$ cat config.mk
export PLATFORM = sky130hd
export DESIGN_NAME = supervisor_watchdog_reset
export DESIGN_NICKNAME = d
export VERILOG_FILES = /design/src/supervisor_pkg.sv /design/src/flag_sync.sv /design/src/supervisor_watchdog_reset.sv
export SDC_FILE = /design/constraint.sdc
export NUM_CORES = 1
export LEC_CHECK = 0
export BUFFER_PORTS_ARGS = -buffer_cell sky130_fd_sc_hd__buf_2
export CORE_MARGIN = 4
export CORE_UTILIZATION = 45
export CTS_BUF_LIST = sky130_fd_sc_hd__clkbuf_8
export DETAILED_ROUTE_END_ITERATION = 16
export MAX_ROUTING_LAYER = met4
export PLACE_DENSITY = 0.6
export SYNTH_ARGS = -nofsm -noshare
export SYNTH_HDL_FRONTEND = slang
export SYNTH_SLANG_ARGS = --single-unit
$ cat constraint.sdc
create_clock -name i_clk -period 2.8 [get_ports i_clk]
set_input_delay 0.56 -clock i_clk [delete_from_list [all_inputs] [get_ports i_clk]]
set_output_delay 0.56 -clock i_clk [all_outputs]
set_load 0.02 [all_outputs]
$ cat src/supervisor_pkg.sv
// Package with constants and carrier types for the supervisor watchdog and reset core.
// Operation
// RULE1: Kick input idle 1.6 s declares timeout.
// RULE2: Floating kick input disables the watchdog.
// RULE3: Timer clears on reset, float, kick edge.
// RULE4: Expired output stays low until timer clears.
// RULE5: Expired output low during low supply.
// RULE6: No minimum low time for expired output.
// RULE7: Expired output rises at once when supply recovers.
// RULE8: Reset pulses 200 ms, held during low supply.
// RULE9: Reset pulse follows supply recovery and button release.
// RULE10: Timeout alone never starts a reset pulse.
// RULE11: Active-high reset is exact complement of reset.
// RULE12: Power-fail flag low when sense below level.
// RULE13: Manual reset input low triggers reset pulse.
// RULE14: Brownout mid-pulse extends pulse at least 140 ms.
// RULE15: Timer counts only after reset release and driven input.
// RULE16: Analog condition flags synchronised before use.
// RULE17: Durations counted in clock cycles from frequency.
package supervisor_pkg;
	localparam int unsigned CLK_HZ = 50_000_000;
	localparam int unsigned WDOG_TIMEOUT_MS = 1600;
	localparam int unsigned RESET_PULSE_MS = 200;
	localparam int unsigned BROWNOUT_EXT_MS = 140;
	// Cycle counts derived from the clock rate; minimum times round up.
	localparam longint WDOG_CYCLES = (longint'(WDOG_TIMEOUT_MS) * CLK_HZ) / 1000;
	localparam longint RESET_CYCLES = (longint'(RESET_PULSE_MS) * CLK_HZ + 999) / 1000;
	localparam longint BROWNOUT_CYCLES = (longint'(BROWNOUT_EXT_MS) * CLK_HZ + 999) / 1000;
	// Synchroniser reset value: low supply and released button, so the core starts held in reset.
	localparam logic [3:0] FLAGS_RESET = 4'h9;

	// Condition flags from the analog front end.
	typedef struct packed {
		logic supply_low;
		logic power_fail_low;
		logic kick_floating;
		logic manual_reset_n;
	} flags_s;
endpackage

$ cat src/flag_sync.sv
// Two-stage synchroniser for a bundle of condition flags.
`timescale 1ns/1ns
`default_nettype none
module flag_sync #(
	parameter int WIDTH = 4,
	parameter logic [WIDTH-1:0] RESET_VALUE = '0
) (
	input wire logic i_clk,
	input wire logic i_reset_n,
	input wire logic [WIDTH-1:0] i_async,
	output logic [WIDTH-1:0] o_sync
);
	logic [WIDTH-1:0] meta_reg;

	// An empty bundle has nothing to carry.
	if (WIDTH < 1) begin : g_bad_width
		$error("flag_sync: width must be at least one");
	end

	// The first stage is read only by the second stage.
	always_ff @(posedge i_clk or negedge i_reset_n) begin
		if (!i_reset_n) begin
			meta_reg <= RESET_VALUE;
			o_sync <= RESET_VALUE;
		end else begin
			meta_reg <= i_async;
			o_sync <= meta_reg;
		end
	end
endmodule // flag_sync
`default_nettype wire

$ cat src/supervisor_watchdog_reset.sv
// Supervisor core: watchdog timer, reset pulse generator and power-fail flag.
`timescale 1ns/1ns
`default_nettype none
module supervisor_watchdog_reset #(
	parameter longint WDOG_COUNT = supervisor_pkg::WDOG_CYCLES,
	parameter longint RESET_COUNT = supervisor_pkg::RESET_CYCLES,
	parameter longint BROWNOUT_COUNT = supervisor_pkg::BROWNOUT_CYCLES
) (
	input wire logic i_clk,
	input wire logic i_reset_n,
	input wire supervisor_pkg::flags_s i_flags,
	input wire logic i_watchdog_kick,
	output logic o_reset_n,
	output logic o_reset,
	output logic o_watchdog_expired_n,
	output logic o_power_fail_flag
);
	import supervisor_pkg::*;

	localparam int CW = 32;

	// Refuse counts that do not fit the counter or are too short.
	if (WDOG_COUNT < 2 || WDOG_COUNT >= (longint'(1) << CW) || RESET_COUNT < 2 ||
		RESET_COUNT >= (longint'(1) << CW) || BROWNOUT_COUNT < 1 || BROWNOUT_COUNT > RESET_COUNT) begin : g_bad_counts
		$error("supervisor_watchdog_reset: unsupported count parameters");
	end

	typedef enum logic [1:0] {ST_HOLD, ST_PULSE, ST_RUN} rst_state_e;

	flags_s flags_sync;
	logic kick_s1_reg, kick_sync_reg, kick_last_reg;
	logic kick_edge;
	logic [CW-1:0] wdog_cnt_reg;
	logic wdog_expired_reg;
	logic [CW-1:0] rst_cnt_reg;
	rst_state_e rst_state_reg;
	logic wdog_clear;
	logic [CW-1:0] low_cnt_reg;

	// Condition flags cross in through a shared synchroniser.
	flag_sync #(.WIDTH(4), .RESET_VALUE(FLAGS_RESET)) u_flag_sync ( // see RULE16
		.i_clk(i_clk),
		.i_reset_n(i_reset_n),
		.i_async(i_flags),
		.o_sync(flags_sync)
	);

	// Kick input synchroniser and edge memory; the edge compares stage two with its history.
	always_ff @(posedge i_clk or negedge i_reset_n) begin
		if (!i_reset_n) begin
			kick_s1_reg <= 1'b0;
			kick_sync_reg <= 1'b0;
			kick_last_reg <= 1'b0;
		end else begin
			kick_s1_reg <= i_watchdog_kick;
			kick_sync_reg <= kick_s1_reg;
			kick_last_reg <= kick_sync_reg;
		end
	end

	assign kick_edge = kick_sync_reg ^ kick_last_reg; // see RULE3

	// Timer stays cleared under reset, while floating and on every kick edge.
	assign wdog_clear = (rst_state_reg != ST_RUN) || flags_sync.kick_floating || kick_edge; // see RULE3, see RULE15

	// Watchdog counter, frozen once timed out.
	always_ff @(posedge i_clk or negedge i_reset_n) begin
		if (!i_reset_n) begin
			wdog_cnt_reg <= '0;
		end else if (wdog_clear) begin // see RULE2
			wdog_cnt_reg <= '0;
		end else if (wdog_cnt_reg != CW'(WDOG_COUNT - 1)) begin
			wdog_cnt_reg <= wdog_cnt_reg + 1'b1; // see RULE17
		end
	end

	// Expiry latch: set at full count, released only when the timer clears.
	always_ff @(posedge i_clk or negedge i_reset_n) begin
		if (!i_reset_n) begin
			wdog_expired_reg <= 1'b0;
		end else if (wdog_clear) begin
			wdog_expired_reg <= 1'b0;
		end else if (wdog_cnt_reg == CW'(WDOG_COUNT - 2)) begin
			wdog_expired_reg <= 1'b1; // see RULE1, see RULE4
		end
	end

	// Expired output: low on timeout or low supply, high again with no hold time.
	always_ff @(posedge i_clk or negedge i_reset_n) begin
		if (!i_reset_n) begin
			o_watchdog_expired_n <= 1'b0;
		end else begin
			o_watchdog_expired_n <= !(flags_sync.supply_low || wdog_expired_reg); // see RULE5, see RULE6, see RULE7
		end
	end

	// Reset sequencer: held during low supply or button, then a timed pulse.
	// The watchdog expiry is deliberately not an input here.
	always_ff @(posedge i_clk or negedge i_reset_n) begin // see RULE10
		if (!i_reset_n) begin
			rst_state_reg <= ST_HOLD;
			rst_cnt_reg <= '0;
		end else if (flags_sync.supply_low || !flags_sync.manual_reset_n) begin // see RULE8, see RULE13
			rst_state_reg <= ST_HOLD;
			// A brownout mid-pulse keeps at least the extension ahead.
			if (rst_state_reg == ST_PULSE && rst_cnt_reg < CW'(BROWNOUT_COUNT))
				rst_cnt_reg <= CW'(BROWNOUT_COUNT); // see RULE14
			else if (rst_state_reg != ST_PULSE)
				rst_cnt_reg <= CW'(RESET_COUNT);
		end else begin
			case (rst_state_reg)
				ST_HOLD: begin
					rst_state_reg <= ST_PULSE; // see RULE9
					if (rst_cnt_reg < CW'(BROWNOUT_COUNT))
						rst_cnt_reg <= CW'(RESET_COUNT);
				end
				ST_PULSE: begin
					if (rst_cnt_reg <= 1)
						rst_state_reg <= ST_RUN;
					else
						rst_cnt_reg <= rst_cnt_reg - 1'b1;
				end
				ST_RUN: rst_cnt_reg <= '0;
				default: rst_state_reg <= ST_HOLD;
			endcase
		end
	end

	// Reset outputs are complementary registers.
	always_ff @(posedge i_clk or negedge i_reset_n) begin
		if (!i_reset_n) begin
			o_reset_n <= 1'b0;
			o_reset <= 1'b1;
		end else begin
			o_reset_n <= (rst_state_reg == ST_RUN); // see RULE8
			o_reset <= (rst_state_reg != ST_RUN); // see RULE11
		end
	end

	// Length of the current reset-low interval, saturating; only the pulse-width assertion reads it.
	always_ff @(posedge i_clk or negedge i_reset_n) begin
		if (!i_reset_n) begin
			low_cnt_reg <= '0;
		end else if (o_reset_n) begin
			low_cnt_reg <= '0;
		end else if (low_cnt_reg != '1) begin
			low_cnt_reg <= low_cnt_reg + 1'b1;
		end
	end

	// Power-fail flag follows the comparator.
	always_ff @(posedge i_clk or negedge i_reset_n) begin
		if (!i_reset_n) begin
			o_power_fail_flag <= 1'b0;
		end else begin
			o_power_fail_flag <= !flags_sync.power_fail_low; // see RULE12
		end
	end

	property p_complement;
		@(posedge i_clk) disable iff (!i_reset_n) o_reset == !o_reset_n;
	endproperty
	a_complement: assert property (p_complement) else $error("reset outputs not complementary"); // see RULE11

	property p_supply_low_wdo;
		@(posedge i_clk) disable iff (!i_reset_n) flags_sync.supply_low |=> !o_watchdog_expired_n;
	endproperty
	a_supply_low_wdo: assert property (p_supply_low_wdo) else $error("expired output high in low supply"); // see RULE5

	property p_recover_wdo;
		@(posedge i_clk) disable iff (!i_reset_n)
			(!flags_sync.supply_low && !wdog_expired_reg) |=> o_watchdog_expired_n;
	endproperty
	a_recover_wdo: assert property (p_recover_wdo) else $error("expired output delayed"); // see RULE6, see RULE7

	property p_supply_hold;
		@(posedge i_clk) disable iff (!i_reset_n) flags_sync.supply_low |=> ##1 !o_reset_n;
	endproperty
	a_supply_hold: assert property (p_supply_hold) else $error("reset released in low supply"); // see RULE8

	property p_manual;
		@(posedge i_clk) disable iff (!i_reset_n) !flags_sync.manual_reset_n |=> ##1 !o_reset_n;
	endproperty
	a_manual: assert property (p_manual) else $error("manual reset ignored"); // see RULE13

	property p_release_pulse;
		@(posedge i_clk) disable iff (!i_reset_n)
			(rst_state_reg == ST_HOLD) ##1 (rst_state_reg == ST_PULSE) |-> !o_reset_n [*2];
	endproperty
	a_release_pulse: assert property (p_release_pulse) else $error("reset pulse missing"); // see RULE9

	property p_float_clear;
		@(posedge i_clk) disable iff (!i_reset_n) flags_sync.kick_floating |=> wdog_cnt_reg == '0 && !wdog_expired_reg;
	endproperty
	a_float_clear: assert property (p_float_clear) else $error("timer runs while floating"); // see RULE2

	property p_edge_clear;
		@(posedge i_clk) disable iff (!i_reset_n) kick_edge |=> wdog_cnt_reg == '0;
	endproperty
	a_edge_clear: assert property (p_edge_clear) else $error("kick edge did not clear timer"); // see RULE3

	property p_no_count_in_reset;
		@(posedge i_clk) disable iff (!i_reset_n) (rst_state_reg != ST_RUN) |=> wdog_cnt_reg == '0; 
	endproperty
	a_no_count_in_reset: assert property (p_no_count_in_reset) else $error("timer counts in reset"); // see RULE15

	property p_timeout;
		@(posedge i_clk) disable iff (!i_reset_n)
			(!wdog_clear && wdog_cnt_reg == CW'(WDOG_COUNT - 2)) |=> ##1 !o_watchdog_expired_n;
	endproperty
	a_timeout: assert property (p_timeout) else $error("timeout not signalled"); // see RULE1

	property p_expired_hold;
		@(posedge i_clk) disable iff (!i_reset_n) (wdog_expired_reg && !wdog_clear) |=> wdog_expired_reg;
	endproperty
	a_expired_hold: assert property (p_expired_hold) else $error("expiry released early"); // see RULE4

	property p_pfo;
		@(posedge i_clk) disable iff (!i_reset_n) flags_sync.power_fail_low |=> !o_power_fail_flag;
	endproperty
	a_pfo: assert property (p_pfo) else $error("power-fail flag wrong"); // see RULE12

	property p_min_pulse;
		@(posedge i_clk) disable iff (!i_reset_n) $rose(o_reset_n) |-> low_cnt_reg >= CW'(BROWNOUT_COUNT);
	endproperty
	a_min_pulse: assert property (p_min_pulse) else $error("reset pulse too short"); // see RULE14
endmodule // supervisor_watchdog_reset
`default_nettype wire

==> impl_metrics.tcl, run 1 <==
set metrics [dict create \
    status "complete, no violations" \
    period_share_pct 96.9 \
    synth_seq_cells 82 \
    pwr-share-seq_pct 50.0 \
    io_pins 11 \
    drt-pass1-iter-count 4 \
    hp-class "in2async" \
    finalSetupViolCount 0 \
    vias 3752 \
    chipHeight_um 107 \
    max_cap_viol_count 0 \
    rsz0062_at_grt "no" \
    ir_drop_uv 307 \
    final_common_cell "dfrtp_1" \
    tightestPinTransition_ps 797 \
    clock_latency_ps 370 \
    synth_fp_nets 481 \
    antenna_found_initial 0 \
    clk_pin_slew_ps 90 \
    wl_mm 10.4 \
    ant_nets 0 \
    slew_headroom_pct 46.7 \
    power_frac_comb_pct 13.4 \
    skew_ps 12.9 \
    diodes 0 \
    setup_tns_ps 0 \
    syn_inst 465 \
    io_buffers 10 \
    initial_core_util_pct 47.1 \
    synthFlopType "dfrtp_1" \
    p_sw_w 0.000714 \
    final_hold_viol_count 0 \
    async_reset_ff_share_pct 100 \
    grt_pass1_vias 3640 \
    power_density_mw_per_mm2 480 \
    p_sw_share_pct 28.7 \
    avgSynthCellArea_sq_um 9.54 \
    drv_slew 0 \
    critPathCaptureType "register" \
    rows 35 \
    fillers 868 \
    wl_per_cell_um 16.1 \
    cts_tree "done" \
    netlist_area_sq_mm 0.00444 \
    drtIter0Drc 186 \
    grt_usage_pct 20.1 \
    cts.path.max_buffers 2 \
    drive_above_1_share_pct 19.7 \
    synth_cell_type_count 61 \
    clock-root-buffer "clkbuf_8" \
    dp_hpwl_mm 7.39 \
    synth-edff-count 0 \
    min_period_ps 2710 \
    final_cell_mix "77 x dfrtp_1, 65 x nor2_1, 48 x buf_4" \
    ys_seq_area_share_pct 46.4 \
    p_total_w 0.00248 \
    gp_congestion 0.959 \
    critPathKind "reg2reg" \
    final_nets 530 \
    p_int_w 0.00177 \
    htreeDepth 3 \
    postCtsHoldBufs 0 \
    vias_per_cell 5.79 \
    overflow 0 \
    drc 0 \
    area_growth_pct 16.6 \
    grt_max_degree 44 \
    p_leak_nw 2.11 \
    critPathLaunchType "register" \
    crit_fanout 25 \
    clkSinkCount 82 \
    yosysWarnings 0 \
    worstPathRequired_ps 3050 \
    core_sq_mm 0.00942 \
    max_freq_mhz 369 \
    grt_pass1_wl_mm 18.0 \
    die_w_um 107 \
    dieArea_sq_mm 0.0115 \
    crit_arrival_ps 2960 \
    numCtsBuffers 9 \
    cts_setup_buffers 0 \
    power.share.clock_pct 36.6 \
]
-- power groups by stage --
stage	combinational (W)	sequential (W)	clock [W]
floorplan	0.000177	0.00126	0
global placement	0.000322	0.00126	0
detailed placement	0.000323	0.00126	0
CTS	0.000327	0.00124	0.000940
global route	0.000365	0.00125	0.000989
finish	0.000333	0.00124	0.000909
-- path summary, 6_finish.rpt --
| path | startpoint | end | slack, ps | cells past startpoint |
|---|---|---|---|---|
| setup / recovery | rst_cnt_reg[9] | rst_cnt_reg[6] | 90 | 6 |
| hold / removal | i_reset_n | rst_cnt_reg[10] | 170 | 1 |
| setup reg to reg | rst_cnt_reg[9] | rst_cnt_reg[6] | 90 | 6 |
| hold reg to reg | u_flag_sync.meta_reg[2] | u_flag_sync.o_sync[2] | 350 | 0 |
| max in group asynchronous | i_reset_n | u_flag_sync.meta_reg[3] | 1920 | 2 |
| min in group i_clk | i_flags[3] | u_flag_sync.meta_reg[3] | 290 | 1 |
-- stage by stage --
step / hold WS, ps / setup slack (ps) / cells / cell area, sq um / util, %
after floorplan: 264 / 0.0524 / 465 / 4440 / -
after global placement: 332 / -42.1 / 632 / 4920 / 52.3
after detailed placement: 341 / -70.0 / 632 / 4920 / 52.3
after CTS: 174 / 39.5 / 648 / 5140 / 54.6
after global routing: 199 / 5.89 / 648 / 5170 / 54.9
final: 168 / 86.5 / 648 / 5170 / 54.9
-- synthesized netlist by cell type (all sizes together) (2+ instances only) --
cell / n / area share (%)
dfrtp: 77 / 43
nor2: 66 / 5.6
a21oi: 28 / 3.2
nand2: 22 / 1.9
a31oi: 21 / 3.0
nor3: 21 / 2.5
xnor2: 18 / 3.6
inv: 16 / 1.4
clkbuf: 14 / 1.2
o21ai: 14 / 1.7
nand3: 13 / 1.5
or3: 13 / 1.8
and3: 10 / 1.4
nand4: 10 / 1.4
nor4: 10 / 1.4
xor2: 10 / 2.0
ha: 9 / 2.5
o221a: 9 / 2.3
a211oi: 7 / 1.4
or2: 7 / 0.99
nor4b: 6 / 1.2
or4: 6 / 1.2
a21o: 5 / 0.85
buf: 5 / 0.68
dfstp: 5 / 3.0
o21a: 5 / 0.85
nand3b: 3 / 0.51
o22a: 3 / 0.59
o31ai: 3 / 0.51
a211o: 2 / 0.39
a2bb2oi: 2 / 0.39
a41oi: 2 / 0.39
mux2i: 2 / 0.45
nand2b: 2 / 0.28
o311ai: 2 / 0.39
o32ai: 2 / 0.82
or3b: 2 / 0.39
-- cells by family (layout without fill, tap and decap cells) --
| logic type | count (synthesis) | in the layout | share of synthesized area [%] |
|---|---|---|---|
| AND/OR/NAND/NOR | 195 | 195 | 22.8 |
| buffers and inverters | 35 | 89 | 3.22 |
| AO/OA/AOI/OAI | 113 | 113 | 18.8 |
| flip-flops | 82 | 82 | 46.4 |
| adder cells (fa/ha/maj) | 9 | 9 | 2.54 |
| XOR/XNOR | 28 | 28 | 5.53 |
| multiplexers | 3 | 3 | 0.705 |
-- timing repair --
action,4_1_cts,5_1_grt
resized for setup,4,4
pin swaps,0,1
endpoints found under the setup margin,24,5
hold endpoints to repair,0,0
gates cloned,0,0
-- per-layer routing --
metal,routed length [um],vias up,global-route usage (%)
met2,5020,113,31.6
met3,588,14,4.02
met4,110,0,5.57
met1,4700,1815,26.7
li1,-,1810,-
met5,0,-,-
-- cell type report --
cell class	instances	area (sq um)	share of cell area, %
repair buffers	57	405	7.84
multi-input cells	348	2280	44.0
inverters	16	60.1	1.16
flip-flops and latches	82	2060	39.8
clock buffers	9	124	2.40
well taps	129	161	3.12
clock inverters	7	83.8	1.62
-- critical path, cell delays in order (launching register included) --
cell and delay [ps]:
dfrtp_1 380, or4_4 540, or4_4 540, or2_1 320, o32ai_4 330, nor2_4 200
o221a_1 280
No activity file was read; power rests on OpenSTA's default activity.
==> run 2, diff against run 1 <==
ABC_CLOCK_PERIOD_IN_PS = 3200   (was default)
CORE_MARGIN = default   (was 4)
PLACE_DENSITY = 0.58   (was 0.6)
clock period = 3.2 ns   (was 2.8 ns; I/O delays follow)
==> impl_metrics.tcl, run 2 (synthesis gave the netlist of run 1 again) <==
set metrics [dict create \
    status "complete, no violations" \
    p_leak_nw 1.95 \
    period_share_pct 94.7 \
    drtIter0Drc 195 \
    wl_per_cell_um 16.5 \
    vias_per_cell 5.80 \
    diodes 0 \
    dp_hpwl_mm 6.91 \
    p_total_w 0.00218 \
    grt_pass1_wl_mm 17.6 \
    antenna_found_initial 0 \
    clock_latency_ps 350 \
    cts.path.max_buffers 2 \
    initial_core_util_pct 47.1 \
    multi_input_area_sq_mm 0.00224 \
    path_cells "or4_4 > or4_1 > or4_4 > o21ai_0 > o22a_1 > o221a_1" \
    reg2regPathDepth 6 \
    pwr-share-seq_pct 50.0 \
    crit_cells 6 \
    ir_drop_uv 213 \
    ant_nets 0 \
    critPathCaptureType "register" \
    slowest_delay_ps 640 \
    gp_congestion 0.932 \
    setup_tns_ps 0 \
    io_pins 11 \
    max_freq_mhz 330 \
    p_sw_share_pct 26.5 \
    tightestPinTransition_ps 1220 \
    overflow 0 \
    clkSinkCount 82 \
    drc 0 \
    worstPathRequired_ps 3490 \
    min_period_ps 3030 \
    power_density_mw_per_mm2 446 \
    finalSetupViolCount 0 \
    crit_path_frequent_cell "or4_4" \
    grt_pass1_vias 3523 \
    htreeDepth 3 \
    critPathLaunchType "register" \
    cts_tree "done" \
    numCtsBuffers 9 \
    hp-class "in2async" \
    final_hold_viol_count 0 \
    clk_pin_slew_ps 80 \
    slew_headroom_pct 18.4 \
    io_buffers 10 \
    area_growth_pct 10.5 \
    crit_arrival_ps 3320 \
    regArea_sq_mm 0.00206 \
    chipHeight_um 101 \
    skew_ps 6.93 \
    rows 35 \
    final_common_cell "dfrtp_1" \
    crit_fanout 8 \
    core_sq_mm 0.00942 \
    power_frac_comb_pct 11.1 \
    drt-pass1-iter-count 4 \
    final_nets 495 \
    clock-root-buffer "clkbuf_8" \
    p_int_w 0.00161 \
    power.share.clock_pct 38.9 \
    fillers 894 \
    cp_num_buf_inv 0 \
    drive_above_1_share_pct 12.8 \
    rsz0062_at_grt "yes" \
    final_cell_mix "77 x dfrtp_1, 65 x nor2_1, 27 x a21oi_1" \
    grt_max_degree 52 \
    critPathKind "reg2reg" \
    wl_mm 10.1 \
    grt_usage_pct 22.8 \
    cpLargestDelayFamily "simple AND/OR/NAND/NOR gates" \
    max_cap_viol_count 0 \
    cp_slowest_cell "or4_1" \
    die_w_um 101 \
    drv_slew 0 \
    p_sw_w 0.000578 \
    cts_setup_buffers 0 \
    dieArea_sq_mm 0.0103 \
    vias 3557 \
]
run 2: power by group through the flow:
stage / Sequential [W] / Clock [W] / Combinational [W]
3_5_place_dp: 0.00111 / 0 / 0.000240
5_1_grt: 0.00110 / 0.000921 / 0.000267
3_3_place_gp: 0.00111 / 0 / 0.000236
4_1_cts: 0.00109 / 0.000883 / 0.000241
6_report: 0.00109 / 0.000849 / 0.000242
2_1_floorplan: 0.00111 / 0 / 0.000155
run 2: metrics by stage:
stage | hold slack, ps | cells | worst slack [ps] | area, sq um | utilization (%)
after floorplan | 331 | 465 | 400 | 4440 | -
after global placement | 334 | 597 | 249 | 4670 | 49.6
after detailed placement | 337 | 597 | 161 | 4670 | 49.6
after CTS | 224 | 613 | 119 | 4900 | 52.0
after global routing | 234 | 613 | -32.4 | 4900 | 52.1
final | 222 | 613 | 169 | 4900 | 52.1
run 2: timing repair:
action | CTS | global route
gates resized for setup | 0 | 1
hold buffers | 0 | 0
setup endpoints to repair | 0 | 3
run 2: cell type report:
cell class,instances,share of cell area [%]
multi-input combinational,348,45.7
sequential,82,42.0
tap,129,3.29
timing repair buffer,22,3.17
clock buffer,10,2.81
clock inverter,6,1.81
inverter,16,1.23
run 2: path summary, 6_finish.rpt:
path	slack, ps	from	to
max	170	rst_cnt_reg[9]	rst_cnt_reg[8]
min	220	i_reset_n	rst_cnt_reg[10]
max reg2reg	170	rst_cnt_reg[9]	rst_cnt_reg[8]
min reg2reg	350	u_flag_sync.meta_reg[1]	u_flag_sync.o_sync[1]
max in group asynchronous	2320	i_reset_n	u_flag_sync.meta_reg[3]
min in group i_clk	350	u_flag_sync.meta_reg[1]	u_flag_sync.o_sync[1]
run 2: layer usage:
layer / global-route usage (%) / wire, um / up-vias
li1: - / - / 1740
met4: 7.25 / 144 / 0
met5: - / 0 / -
met1: 29.6 / 4800 / 1745
met3: 4.62 / 310 / 16
met2: 35.9 / 4880 / 56
